[src/imp_defines.vh]
`ifndef IMP_DEFINES_VH
`define IMP_DEFINES_VH

// ----------------------------------------------------------------------------
// Switching cycle slots
// ----------------------------------------------------------------------------
// One switching cycle is cut into twelve equal slots
`define IMP_SLOTS_PER_CYCLE   4'hc
`define IMP_SLOT_LAST         4'hb

// Pulse-start spacing in slots: 1/4, 1/3, 1/2 of a cycle
`define IMP_SPACING_4PH       4'h3
`define IMP_SPACING_3PH       4'h4
`define IMP_SPACING_2PH       4'h6

// Duty limit in slots: 11/12 = 91.7 %, 9/12 = 75 %, 10/12 = 83.3 %
`define IMP_DUTY_SLOTS_GND    4'hb
`define IMP_DUTY_SLOTS_FLOAT  4'h9
`define IMP_DUTY_SLOTS_VCC    4'ha

// Duty strap code as reported
`define IMP_DUTY_CODE_GND     2'h0
`define IMP_DUTY_CODE_FLOAT   2'h1
`define IMP_DUTY_CODE_VCC     2'h2

// Active phase counts
`define IMP_PHASES_4          3'h4
`define IMP_PHASES_3          3'h3
`define IMP_PHASES_2          3'h2

// ----------------------------------------------------------------------------
// Timing
// ----------------------------------------------------------------------------
`define IMP_MCLK_PERIOD_NS    5
`define IMP_DETECT_TIME_NS    30000
`define IMP_DETECT_CYCLES     ((`IMP_DETECT_TIME_NS + `IMP_MCLK_PERIOD_NS - 1) / `IMP_MCLK_PERIOD_NS)

// Reset values
`define IMP_SLOT_CYCLES_RST   16'h0001

`endif

[src/imp_timing_core.v]
// Summary of operation
// - Default four phases, starts spaced a quarter cycle in order one to four.
// - Phase four strapped high, phase three low: three phases, starts spaced a third cycle.
// - Phase three strapped high: two phases, starts spaced half a cycle.
// - Start spacing follows active count; each phase repeats once per switching period.
// - Duty capped 91.7% grounded, 75% floating, 83.3% high strap.
`timescale 1ns/1ps
`include "imp_defines.vh"

module imp_timing_core #(
	parameter DETECT_CYCLES = `IMP_DETECT_CYCLES
) (
	input  wire        mclk,
	input  wire        nrst,
	input  wire [15:0] slotCycles,
	input  wire        phaseOneDriveIn,
	output wire        phaseOneDriveOut,
	output wire        phaseOneDriveOen_n,
	input  wire        phaseTwoDriveIn,
	output wire        phaseTwoDriveOut,
	output wire        phaseTwoDriveOen_n,
	input  wire        phaseThreeDriveIn,
	output wire        phaseThreeDriveOut,
	output wire        phaseThreeDriveOen_n,
	input  wire        phaseFourDriveIn,
	output wire        phaseFourDriveOut,
	output wire        phaseFourDriveOen_n,
	input  wire        dutyLimitStrapHigh,
	input  wire        dutyLimitStrapLow,
	input  wire        outputPolaritySelect,
	input  wire [3:0]  phaseStop,
	output wire [2:0]  activePhases,
	output wire [1:0]  dutyLimitCode,
	output wire        running,
	output wire        latchedOff
);

	localparam [1:0]  ST_DETECT   = 2'h0;
	localparam [1:0]  ST_RUN      = 2'h1;
	localparam [1:0]  ST_OFF      = 2'h2;
	localparam integer DETECT_LAST_I = DETECT_CYCLES - 1;
	localparam [12:0]  DETECT_LAST   = DETECT_LAST_I[12:0];

	// ------------------------------------------------------------------------
	// Input synchronisers
	// ------------------------------------------------------------------------
	// Straps, polarity and stop requests all come from pins
	reg  [10:0] pinMeta_q;
	reg  [10:0] pinSync_q;
	reg  [15:0] slotMeta_q;
	reg  [15:0] slotSync_q;
	wire [10:0] pinRaw;

	assign pinRaw = {phaseStop, outputPolaritySelect, dutyLimitStrapLow, dutyLimitStrapHigh,
		phaseFourDriveIn, phaseThreeDriveIn, phaseTwoDriveIn, phaseOneDriveIn};

	// Slot length is quasi-static; a change is seen cleanly only between slots
	always @(posedge mclk or negedge nrst) begin
		if (!nrst) begin
			pinMeta_q  <= 11'h000;
			pinSync_q  <= 11'h000;
			slotMeta_q <= `IMP_SLOT_CYCLES_RST;
			slotSync_q <= `IMP_SLOT_CYCLES_RST;
		end else begin
			pinMeta_q  <= pinRaw;
			pinSync_q  <= pinMeta_q;
			slotMeta_q <= slotCycles;
			slotSync_q <= slotMeta_q;
		end
	end

	wire       p1High   = pinSync_q[0];
	wire       p2High   = pinSync_q[1];
	wire       p3High   = pinSync_q[2];
	wire       p4High   = pinSync_q[3];
	wire       dutyHi   = pinSync_q[4];
	wire       dutyLo   = pinSync_q[5];
	wire       invert   = pinSync_q[6];
	wire [3:0] stopSync = pinSync_q[10:7];

	// ------------------------------------------------------------------------
	// Strap detection and run control
	// ------------------------------------------------------------------------
	reg [1:0]  state_q;
	reg [12:0] detCnt_q;
	reg [2:0]  phases_q;
	reg [1:0]  dutyCode_q;
	reg [3:0]  maxSlots_q;
	reg [3:0]  spacing_q;

	always @(posedge mclk or negedge nrst) begin
		if (!nrst) begin
			state_q    <= ST_DETECT;
			detCnt_q   <= 13'h0000;
			phases_q   <= `IMP_PHASES_4;
			dutyCode_q <= `IMP_DUTY_CODE_FLOAT;
			maxSlots_q <= `IMP_DUTY_SLOTS_FLOAT;
			spacing_q  <= `IMP_SPACING_4PH;
		end else begin
			case (state_q)
			ST_DETECT: begin
				detCnt_q <= detCnt_q + 13'h0001;
				if (detCnt_q == DETECT_LAST) begin
					// A low phase strapped high is a wiring fault
					state_q <= (p1High || p2High) ? ST_OFF : ST_RUN;
					if (p3High) begin
						phases_q  <= `IMP_PHASES_2;
						spacing_q <= `IMP_SPACING_2PH;
					end else if (p4High) begin
						phases_q  <= `IMP_PHASES_3;
						spacing_q <= `IMP_SPACING_3PH;
					end else begin
						phases_q  <= `IMP_PHASES_4;
						spacing_q <= `IMP_SPACING_4PH;
					end
					if (dutyLo && !dutyHi) begin
						dutyCode_q <= `IMP_DUTY_CODE_GND;
						maxSlots_q <= `IMP_DUTY_SLOTS_GND;
					end else if (dutyHi && !dutyLo) begin
						dutyCode_q <= `IMP_DUTY_CODE_VCC;
						maxSlots_q <= `IMP_DUTY_SLOTS_VCC;
					end else begin
						dutyCode_q <= `IMP_DUTY_CODE_FLOAT;
						maxSlots_q <= `IMP_DUTY_SLOTS_FLOAT;
					end
				end
			end
			ST_RUN: begin
				state_q <= ST_RUN;
			end
			ST_OFF: begin
				// Held until nrst is asserted
				state_q <= ST_OFF;
			end
			default: begin
				state_q <= ST_OFF;
			end
			endcase
		end
	end

	wire run = (state_q == ST_RUN);

	// ------------------------------------------------------------------------
	// Switching time base
	// ------------------------------------------------------------------------
	reg  [15:0] tickCnt_q;
	reg  [3:0]  slot_q;
	wire        slotEnd;
	wire        slotTick;

	// A slot length of zero behaves as one cycle
	assign slotEnd  = ({1'b0, tickCnt_q} + 17'h00001) >= {1'b0, slotSync_q};
	assign slotTick = run && (tickCnt_q == 16'h0000);

	// twelve slots make one switching period
	always @(posedge mclk or negedge nrst) begin
		if (!nrst) begin
			tickCnt_q <= 16'h0000;
			slot_q    <= 4'h0;
		end else if (!run) begin
			tickCnt_q <= 16'h0000;
			slot_q    <= 4'h0;
		end else if (slotEnd) begin
			tickCnt_q <= 16'h0000;
			slot_q    <= (slot_q == `IMP_SLOT_LAST) ? 4'h0 : slot_q + 4'h1;
		end else begin
			tickCnt_q <= tickCnt_q + 16'h0001;
		end
	end

	// ------------------------------------------------------------------------
	// Phase pulse generators
	// ------------------------------------------------------------------------
	wire [3:0] pulse;
	wire [3:0] phaseEn;
	reg  [3:0] driveOut_q;
	reg  [3:0] driveOen_q;

	genvar g;
	generate
		for (g = 0; g < 4; g = g + 1) begin : gPhase
			localparam integer PHASE_NUM = g;
			wire [5:0]         startFull;
			assign startFull  = spacing_q * PHASE_NUM[1:0];
			assign phaseEn[g] = ({1'b0, PHASE_NUM[1:0]} < phases_q);

			imp_phase_gen uGen (
				.mclk      (mclk),
				.nrst      (nrst),
				.run       (run && phaseEn[g]),
				.slotTick  (slotTick),
				.slotNow   (slot_q),
				.startSlot (startFull[3:0]),
				.maxSlots  (maxSlots_q),
				.stopReq   (stopSync[g]),
				.pulse     (pulse[g])
			);
		end
	endgenerate

	// ------------------------------------------------------------------------
	// Output stage
	// ------------------------------------------------------------------------
	// Pins stay released while straps are read, and after a latch-off so that
	// a strapped pin is never fought
	always @(posedge mclk or negedge nrst) begin
		if (!nrst) begin
			driveOut_q <= 4'h0;
			driveOen_q <= 4'hf;
		end else begin
			// polarity applied
			// Normal sense is active low, as the drivers downstream invert
			driveOut_q <= ~(pulse ^ {4{invert}});
			driveOen_q <= ~(phaseEn & {4{run}});
		end
	end

	assign phaseOneDriveOut     = driveOut_q[0];
	assign phaseTwoDriveOut     = driveOut_q[1];
	assign phaseThreeDriveOut   = driveOut_q[2];
	assign phaseFourDriveOut    = driveOut_q[3];
	assign phaseOneDriveOen_n   = driveOen_q[0];
	assign phaseTwoDriveOen_n   = driveOen_q[1];
	assign phaseThreeDriveOen_n = driveOen_q[2];
	assign phaseFourDriveOen_n  = driveOen_q[3];
	assign activePhases         = phases_q;
	assign dutyLimitCode        = dutyCode_q;
	assign running              = run;
	assign latchedOff           = (state_q == ST_OFF);

endmodule // imp_timing_core

[src/imp_phase_gen.v]
`timescale 1ns/1ps
`include "imp_defines.vh"

module imp_phase_gen (
	input  wire       mclk,
	input  wire       nrst,
	input  wire       run,
	input  wire       slotTick,
	input  wire [3:0] slotNow,
	input  wire [3:0] startSlot,
	input  wire [3:0] maxSlots,
	input  wire       stopReq,
	output wire       pulse
);

	reg       on_q;
	reg [3:0] cnt_q;

	// ------------------------------------------------------------------------
	// Pulse state
	// ------------------------------------------------------------------------
	// Start wins over an early stop in the same cycle: a new cycle begins
	always @(posedge mclk or negedge nrst) begin
		if (!nrst) begin
			on_q  <= 1'b0;
			cnt_q <= 4'h0;
		end else if (!run) begin
			on_q  <= 1'b0;
			cnt_q <= 4'h0;
		end else if (slotTick && slotNow == startSlot) begin
			on_q  <= 1'b1;
			cnt_q <= 4'h1;
		end else if (on_q && slotTick && cnt_q == maxSlots) begin
			on_q  <= 1'b0;
		end else if (on_q && stopReq) begin
			on_q  <= 1'b0;
		end else if (on_q && slotTick) begin
			cnt_q <= cnt_q + 4'h1;
		end
	end

	assign pulse = on_q;

endmodule // imp_phase_gen

[config.mk]
export PLATFORM = sky130hd
export DESIGN_NAME = imp_timing_core
export DESIGN_NICKNAME = d
export VERILOG_FILES = /design/src/imp_timing_core.v /design/src/imp_phase_gen.v
export VERILOG_INCLUDE_DIRS = /design/src
export SDC_FILE = /design/constraint.sdc
export NUM_CORES = 1
export LEC_CHECK = 0
export BUFFER_PORTS_ARGS = -buffer_cell sky130_fd_sc_hd__buf_2
export CORE_ASPECT_RATIO = 1.4
export CORE_UTILIZATION = 55
export DETAILED_ROUTE_END_ITERATION = 8
export PLACE_DENSITY = 0.74
export SETUP_SLACK_MARGIN = 0.2
export SYNTH_ARGS = -nofsm -noshare
export SYNTH_HDL_FRONTEND = slang
export SYNTH_SLANG_ARGS = --single-unit
[constraint.sdc]
create_clock -name mclk -period 8.3 [get_ports mclk]
set_input_delay 1.66 -clock mclk [delete_from_list [all_inputs] [get_ports mclk]]
set_output_delay 1.66 -clock mclk [all_outputs]
set_load 0.01 [all_outputs]
Word level (Yosys, flattened, before mapping)
Index checks and enable logic that the tools add are counted.
{"block": "classes", "eq_ne": 29, "reduce_logical": 34, "magnitude_cmp": 5, "addsub": 8, "bitwise": 4, "multipliers": 1, "muxes": 52}
{"cell": "2-to-1 mux 4 bit", "n": 23}
{"cell": "!= test 3 bit (second input constant)", "n": 12}
{"cell": "2-to-1 mux 16 bit", "n": 2}
{"cell": "== test 4 bit", "n": 7}
{"cell": "logical AND 1 bit", "n": 23}
{"cell": "adder 4 x 1 -> 4 bit (second input constant)", "n": 5}
{"cell": "adder 16 x 1 -> 17 bit (second input constant)", "n": 1}
{"cell": "greater-or-equal comparator 17 x 16 -> 1 bit", "n": 1}
{"cell": "adder 16 x 1 -> 16 bit (second input constant)", "n": 1}
{"cell": "zero test 16 bit", "n": 1}
{"cell": "2-to-1 mux 1 bit", "n": 16}
{"cell": "!= test 4 bit (second input constant)", "n": 4}
{"cell": "adder 13 x 1 -> 13 bit (second input constant)", "n": 1}
{"cell": "== test 13 bit (second input constant)", "n": 1}
{"cell": "2-to-1 mux 2 bit", "n": 6}
{"cell": "2-to-1 mux 3 bit", "n": 4}
{"cell": "AND reduction 3 bit", "n": 4}
{"cell": "NOT 4 bit", "n": 2}
{"cell": "< comparator 1 x 3 -> 1 bit (first input constant)", "n": 2}
{"cell": "< comparator 2 x 3 -> 1 bit (first input constant)", "n": 2}
{"cell": "AND 4 bit", "n": 1}
{"cell": "== test 4 bit (second input constant)", "n": 1}
{"cell": "zero test 4 bit", "n": 1}
{"cell": "multiplier 4 x 2 -> 4 bit (second input constant)", "n": 1}
{"cell": "other kinds (10)", "n": 11}
{"block": "totals", "inputBits": 29, "regBits": 130, "output_inout_bits": 15, "word_cells": 155}

Depth between registers and ports, before layout
{"block": "logic_depth", "word_depth": 8, "depth_mapped": 13, "mapped_depth_nobuf": 12}

Cells and area by module
From an unflattened synthesis, not the netlist that was laid out.
{"block": "hier_totals", "hier_cells": 494, "area_unflattened_um2": 5686.7}
{"mod": "imp_timing_core", "area_each_um2": 4231.6, "cells_per_inst": 338, "n_inst": 1, "seq_area_each_um2": 2640.0}
{"mod": "imp_phase_gen (gPhase[1].uGen ...)", "area_each_um2": 364.1, "cells_per_inst": 39, "n_inst": 3, "seq_area_each_um2": 125.1}
{"mod": "imp_phase_gen (gPhase[0].uGen)", "area_each_um2": 362.8, "cells_per_inst": 39, "n_inst": 1, "seq_area_each_um2": 125.1}

Worst setup path before layout
OpenSTA, ideal clock, no wires.
{"block": "synth_timing", "kind": "reg-to-reg", "from": "register tickCnt_q[0]", "to": "register slot_q[3]", "t_arrival_ns": 2.639, "slack_ns": 5.571, "stages_incl_launch_ff": 14, "n_path_buf": 1, "setup_ns": 0.090, "required_time_ns": 8.210, "period_less_slack_ns": 2.729, "cell_sequence": "dfrtp_1 -> ha_1 -> inv_1 -> nor2_1 -> nand2_1 -> xnor2_1 -> ha_1 -> a211oi_2 -> nor2_1 -> o31a_1 -> a2111oi_4 -> o21ai_4 -> buf_6 -> o221ai_1"}
{"block": "synth_between", "elab_chain_cells": 3}
{"item": "start: declaration", "line": "imp_timing_core.v:147", "rtl": "reg [15:0] tickCnt_q;"}
{"item": "start signal: assignment", "line": "imp_timing_core.v:168", "rtl": "tickCnt_q <= tickCnt_q + 16'h0001;"}
{"item": "adder 16 x 1 -> 17 bit", "line": "imp_timing_core.v:153", "rtl": "assign slotEnd = ({1'b0, tickCnt_q} + 17'h00001) >= {1'b0, slotSync_q};"}
{"item": "greater-or-equal comparator 17 x 16 -> 1 bit", "line": "imp_timing_core.v:153"}
{"item": "!= test 2 x 1 -> 1 bit (no source line)"}
{"item": "end signal: assignment", "line": "imp_timing_core.v:166", "rtl": "slot_q <= (slot_q == `IMP_SLOT_LAST) ? 4'h0 : slot_q + 4'h1;"}
{"item": "end: declaration", "line": "imp_timing_core.v:148", "rtl": "reg [3:0] slot_q;"}
Every way passes these cells.
A chain may end at the register's enable or synchronous reset.

Worst setup path after layout
Same ends and word-level chain as after synthesis.

==> Flow_metrics.wiki <==
{| class="wikitable"
! Metric !! Value
|-
| Status || finished, final reports clean
|-
| Average routed wire per standard cell || 15.1 um
|-
| Resized cells post-CTS || 0
|-
| Largest net degree at the start of global routing || 78
|-
| Slew Limit Fails || 0
|-
| Sum of net half-perimeters after detailed placement || 6760 um
|-
| Clock period minus final worst setup slack || 3.16 ns
|-
| Footprint of the multi-input gates || 2190 um^2
|-
| Final clock skew || 0.00713 ns
|-
| RSZ-0062 raised after global routing || false
|-
| DR vias || 3,464
|-
| Post-synth EDFFs || 0
|-
| Number of ports placed on the die boundary || 44
|-
| # diodes || 0
|-
| Placer congestion estimate || 0.810
|-
| Mapped Area || 5510 um^2
|-
| Maximum fanout encountered on the critical timing path || 19
|-
| Instance area at placement || 5820 um^2
|-
| Share of the yosys chip area belonging to registers || 57.0%
|-
| Count of warnings emitted by yosys || 0
|-
| Post-detailed-route DRC marker count || 0
|-
| Number of instances in the synthesized netlist || 455
|-
| Number of global-route vias before repair || 3,640
|-
| CTS sink count || 125
|-
| Die Ht || 120 um
|-
| Seq. cell area || 3140 um^2
|-
| Number of buffers inserted by hold repair at cts || 0
|-
| Startpoint type of the worst setup path || flop
|-
| Worst-case vdd ir drop || 0.141 mV
|-
| Die span in x || 86.6 um
|-
| Met3 layer usage reported by global route || 6.62%
|-
| Row count || 42
|-
| Layout area overhead || 16.3%
|-
| Initial standard-cell utilization of the core || 57.3%
|-
| Total wire length || 9830 um
|-
| Number of nets in the layout || 564
|-
| Worst-skew pair later-pin latency || 0.41 ns
|-
| Class of the most critical hold timing path || reg2reg
|-
| Final standard cell area without fillers || 6410 um^2
|-
| Hold Vio Cnt, Final || 0
|-
| Core Box Area || 9620 um^2
|-
| Per-cell via count in the routed design || 5.32
|-
| Static Leak || 0.00300 uW
|-
| Antenna violations before repair || 0
|-
| Clock slew seen by the registers of the worst setup and hold paths || 0.05 ns
|-
| Achievable frequency || 0.317 GHz
|-
| Leading register cell type out of synthesis || sky130_fd_sc_hd__dfrtp_1
|-
| Wire length of the first global-routing pass || 16,800 um
|-
| Length of the first detailed-routing pass in iterations || 4
|-
| Global routing usage summed across all routing layers || 21.7%
|-
| Synthesized Nets || 513
|-
| CP arrival || 3.47 ns
|-
| Clock tree from TritonCTS || built
|-
| Category of the most critical setup path || reg2reg
|-
| Finish-stage setup viols || 0
|-
| Synthesized area per cell || 12.1 um^2
|-
| Headroom to the max-slew limit || 39.0%
|-
| Actual transition at the worst max-transition pin || 0.915 ns
|-
| Worst Setup End Kind || flop
|-
| Most utilized layer in the global route result || met2
|-
| CTS HTree Levels || 4
|-
| Die outline area || 10,400 um^2
|-
| Post-synthesis register bit count || 125
|-
| Layout cells sized above 1 || 20.2%
|-
| Root buf cell || sky130_fd_sc_hd__clkbuf_16
|-
| ANT nets after route || 0
|-
| Clock buffers created by TritonCTS || 17
|-
| GR Util met2 || 36.6%
|-
| Number of buffers on the longest clock path || 2
|-
| Filler cells || 703
|-
| Max-cap violations || 0
|-
| Proportion of synthesized flip-flops having asynchronous set or reset || 100%
|-
| Fraction of the cycle the final worst path needs || 38.0%
|-
| Required time at the endpoint of the critical path || 8.62 ns
|-
| Post-CTS setup buffer count || 0
|-
| Synth cell types || 50
|-
| Power Density || 215 nW/um^2
|-
| Finished Core Util || 66.6%
|-
| Starting DRT DRC Count || 125
|-
| Leftover overflow at the end of global routing || 0
|-
| Met1 routing resource usage after global routing || 24.8%
|-
| Quantity of I/O buffers inserted on ports || 43
|-
| Final setup TNS || 0 ns
|}
## final cells by class
cell class	instances	share of cell area, %
clock buffers	22	7.40
clock inverters	10	1.78
inverters	26	1.52
multi-input cells	292	34.2
flip-flops and latches	125	49.0
well taps	132	2.58
repair buffers	44	3.51
## state kept, by name, summed over array words and instances, names as in the netlist, 4 cells and up
signal / cells
driveOen_q: 4
driveOut_q: 4
gPhase.uGen.cnt_q: 16
pinMeta_q: 11
slotSync_q: 16
slot_q: 4
gPhase.uGen.pulse: 4
slotMeta_q: 16
detCnt_q: 13
tickCnt_q: 16
pinSync_q: 11
## worst max-delay path: stages, from the launching register on
cell	delay (ns)
sky130_fd_sc_hd__dfrtp_1	0.43
sky130_fd_sc_hd__ha_1	0.26
sky130_fd_sc_hd__inv_1	0.06
sky130_fd_sc_hd__nor2_1	0.25
sky130_fd_sc_hd__nand2_1	0.12
sky130_fd_sc_hd__xnor2_1	0.18
sky130_fd_sc_hd__ha_1	0.28
sky130_fd_sc_hd__a211oi_2	0.22
sky130_fd_sc_hd__nor2_1	0.08
sky130_fd_sc_hd__o31a_1	0.31
sky130_fd_sc_hd__a2111oi_4	0.37
sky130_fd_sc_hd__o21ai_4	0.25
sky130_fd_sc_hd__o221ai_1	0.25
## metal layers
layer  part of all wire, %  vias to the layer above
li1                      -                     1652
met1                    41                     1725
met2                    53                       66
met3                   3.3                       21
met4                   2.7                        0
met5                     0                        -
## logic make-up after synthesis
family / after synthesis / synth area share (%)
buf+inv: 38 / 3.27
xor+xnor: 60 / 9.53
flops: 125 / 57.0
fa+ha+maj: 29 / 6.72
compound gates: 41 / 5.18
mux: 9 / 1.70
simple gates: 153 / 16.6
## metrics by stage
stage               power (uW)  worst slack, ns  std cells  hold slack, ns
finish                    1380             5.14        651           0.342
global route              1430             4.86        651           0.354
CTS                       1390             5.15        651           0.346
detailed placement         669             5.17        619           0.335
global placement           668             5.19        619           0.332
floorplan                  646             5.57        455           0.331
## path summary, 6_finish.rpt
kind	start	end	slack [ns]	cells after the start
worst max-delay path	tickCnt_q[0]$_DFF_PN0_	slot_q[3]$_DFFE_PN0P_	5.14	12
min in group asynchronous	nrst	pinSync_q[8]$_DFF_PN0_	1.24	1
worst max register to register	tickCnt_q[0]$_DFF_PN0_	slot_q[3]$_DFFE_PN0P_	5.14	12
max in group asynchronous	nrst	detCnt_q[3]$_DFFE_PN0P_	5.69	2
worst min register to register	slotMeta_q[2]$_DFF_PN0_	slotSync_q[2]$_DFF_PN0_	0.34	0
worst min-delay path	slotMeta_q[2]$_DFF_PN0_	slotSync_q[2]$_DFF_PN0_	0.34	0
## power by group
group | total (uW) | internal [uW] | switching, uW
clock network | 724 | 464 | 260
logic | 27.9 | 9.43 | 18.5
registers | 629 | 625 | 4.30
total | 1380 | 1100 | 283
## synth_stat cells (2+ instances only)
cell type,count,area share (%)
sky130_fd_sc_hd__nor2_4,3,0.61
sky130_fd_sc_hd__nand2b_1,3,0.34
sky130_fd_sc_hd__dfstp_2,10,4.8
sky130_fd_sc_hd__mux2_2,3,0.61
sky130_fd_sc_hd__nand4b_1,4,0.64
sky130_fd_sc_hd__nand4_1,17,1.9
sky130_fd_sc_hd__and4_1,2,0.32
sky130_fd_sc_hd__a22o_1,2,0.32
sky130_fd_sc_hd__buf_4,2,0.27
sky130_fd_sc_hd__inv_1,26,1.8
sky130_fd_sc_hd__o21ai_0,9,0.82
sky130_fd_sc_hd__nor4_2,2,0.45
sky130_fd_sc_hd__nor2b_1,18,2.0
sky130_fd_sc_hd__nor2_1,31,2.1
sky130_fd_sc_hd__a21o_1,6,0.82
sky130_fd_sc_hd__nand3b_1,2,0.27
sky130_fd_sc_hd__ha_1,28,6.4
sky130_fd_sc_hd__nor4_4,2,0.77
sky130_fd_sc_hd__nor3_1,6,0.54
sky130_fd_sc_hd__clkbuf_1,5,0.34
sky130_fd_sc_hd__a21oi_1,16,1.5
sky130_fd_sc_hd__nand3_1,18,1.6
sky130_fd_sc_hd__dfrtp_1,115,52
sky130_fd_sc_hd__or3_1,2,0.23
sky130_fd_sc_hd__clkbuf_8,2,0.50
sky130_fd_sc_hd__xnor2_1,34,5.4
sky130_fd_sc_hd__mux2i_1,6,1.1
sky130_fd_sc_hd__nor4_1,5,0.57
sky130_fd_sc_hd__xor2_1,26,4.1
sky130_fd_sc_hd__buf_2,2,0.18
sky130_fd_sc_hd__nand2_1,24,1.6
sky130_fd_sc_hd__and3_1,5,0.57
sky130_fd_sc_hd__nor2_2,2,0.23
## cell usage in the layout (no fill, tap or decap), types with 3 or more instances in the layout
cell type,count
sky130_fd_sc_hd__nand4b_1,4
sky130_fd_sc_hd__nand2b_1,3
sky130_fd_sc_hd__nand2_1,24
sky130_fd_sc_hd__a21o_1,6
sky130_fd_sc_hd__clkinvlp_4,4
sky130_fd_sc_hd__clkinv_2,3
sky130_fd_sc_hd__nor2_1,31
sky130_fd_sc_hd__nand3_1,18
sky130_fd_sc_hd__a21oi_1,16
sky130_fd_sc_hd__dfstp_2,10
sky130_fd_sc_hd__xor2_1,26
sky130_fd_sc_hd__inv_1,26
sky130_fd_sc_hd__nor2_4,3
sky130_fd_sc_hd__clkbuf_16,17
sky130_fd_sc_hd__clkbuf_8,3
sky130_fd_sc_hd__mux2i_1,6
sky130_fd_sc_hd__and3_1,5
sky130_fd_sc_hd__nor2b_1,18
sky130_fd_sc_hd__dfrtp_1,115
sky130_fd_sc_hd__nor3_1,6
sky130_fd_sc_hd__buf_2,42
sky130_fd_sc_hd__nand4_1,17
sky130_fd_sc_hd__nor4_1,5
sky130_fd_sc_hd__xnor2_1,34
sky130_fd_sc_hd__mux2_2,3
sky130_fd_sc_hd__ha_1,28
sky130_fd_sc_hd__o21ai_0,9
Power figures use the tool's default switching activity.
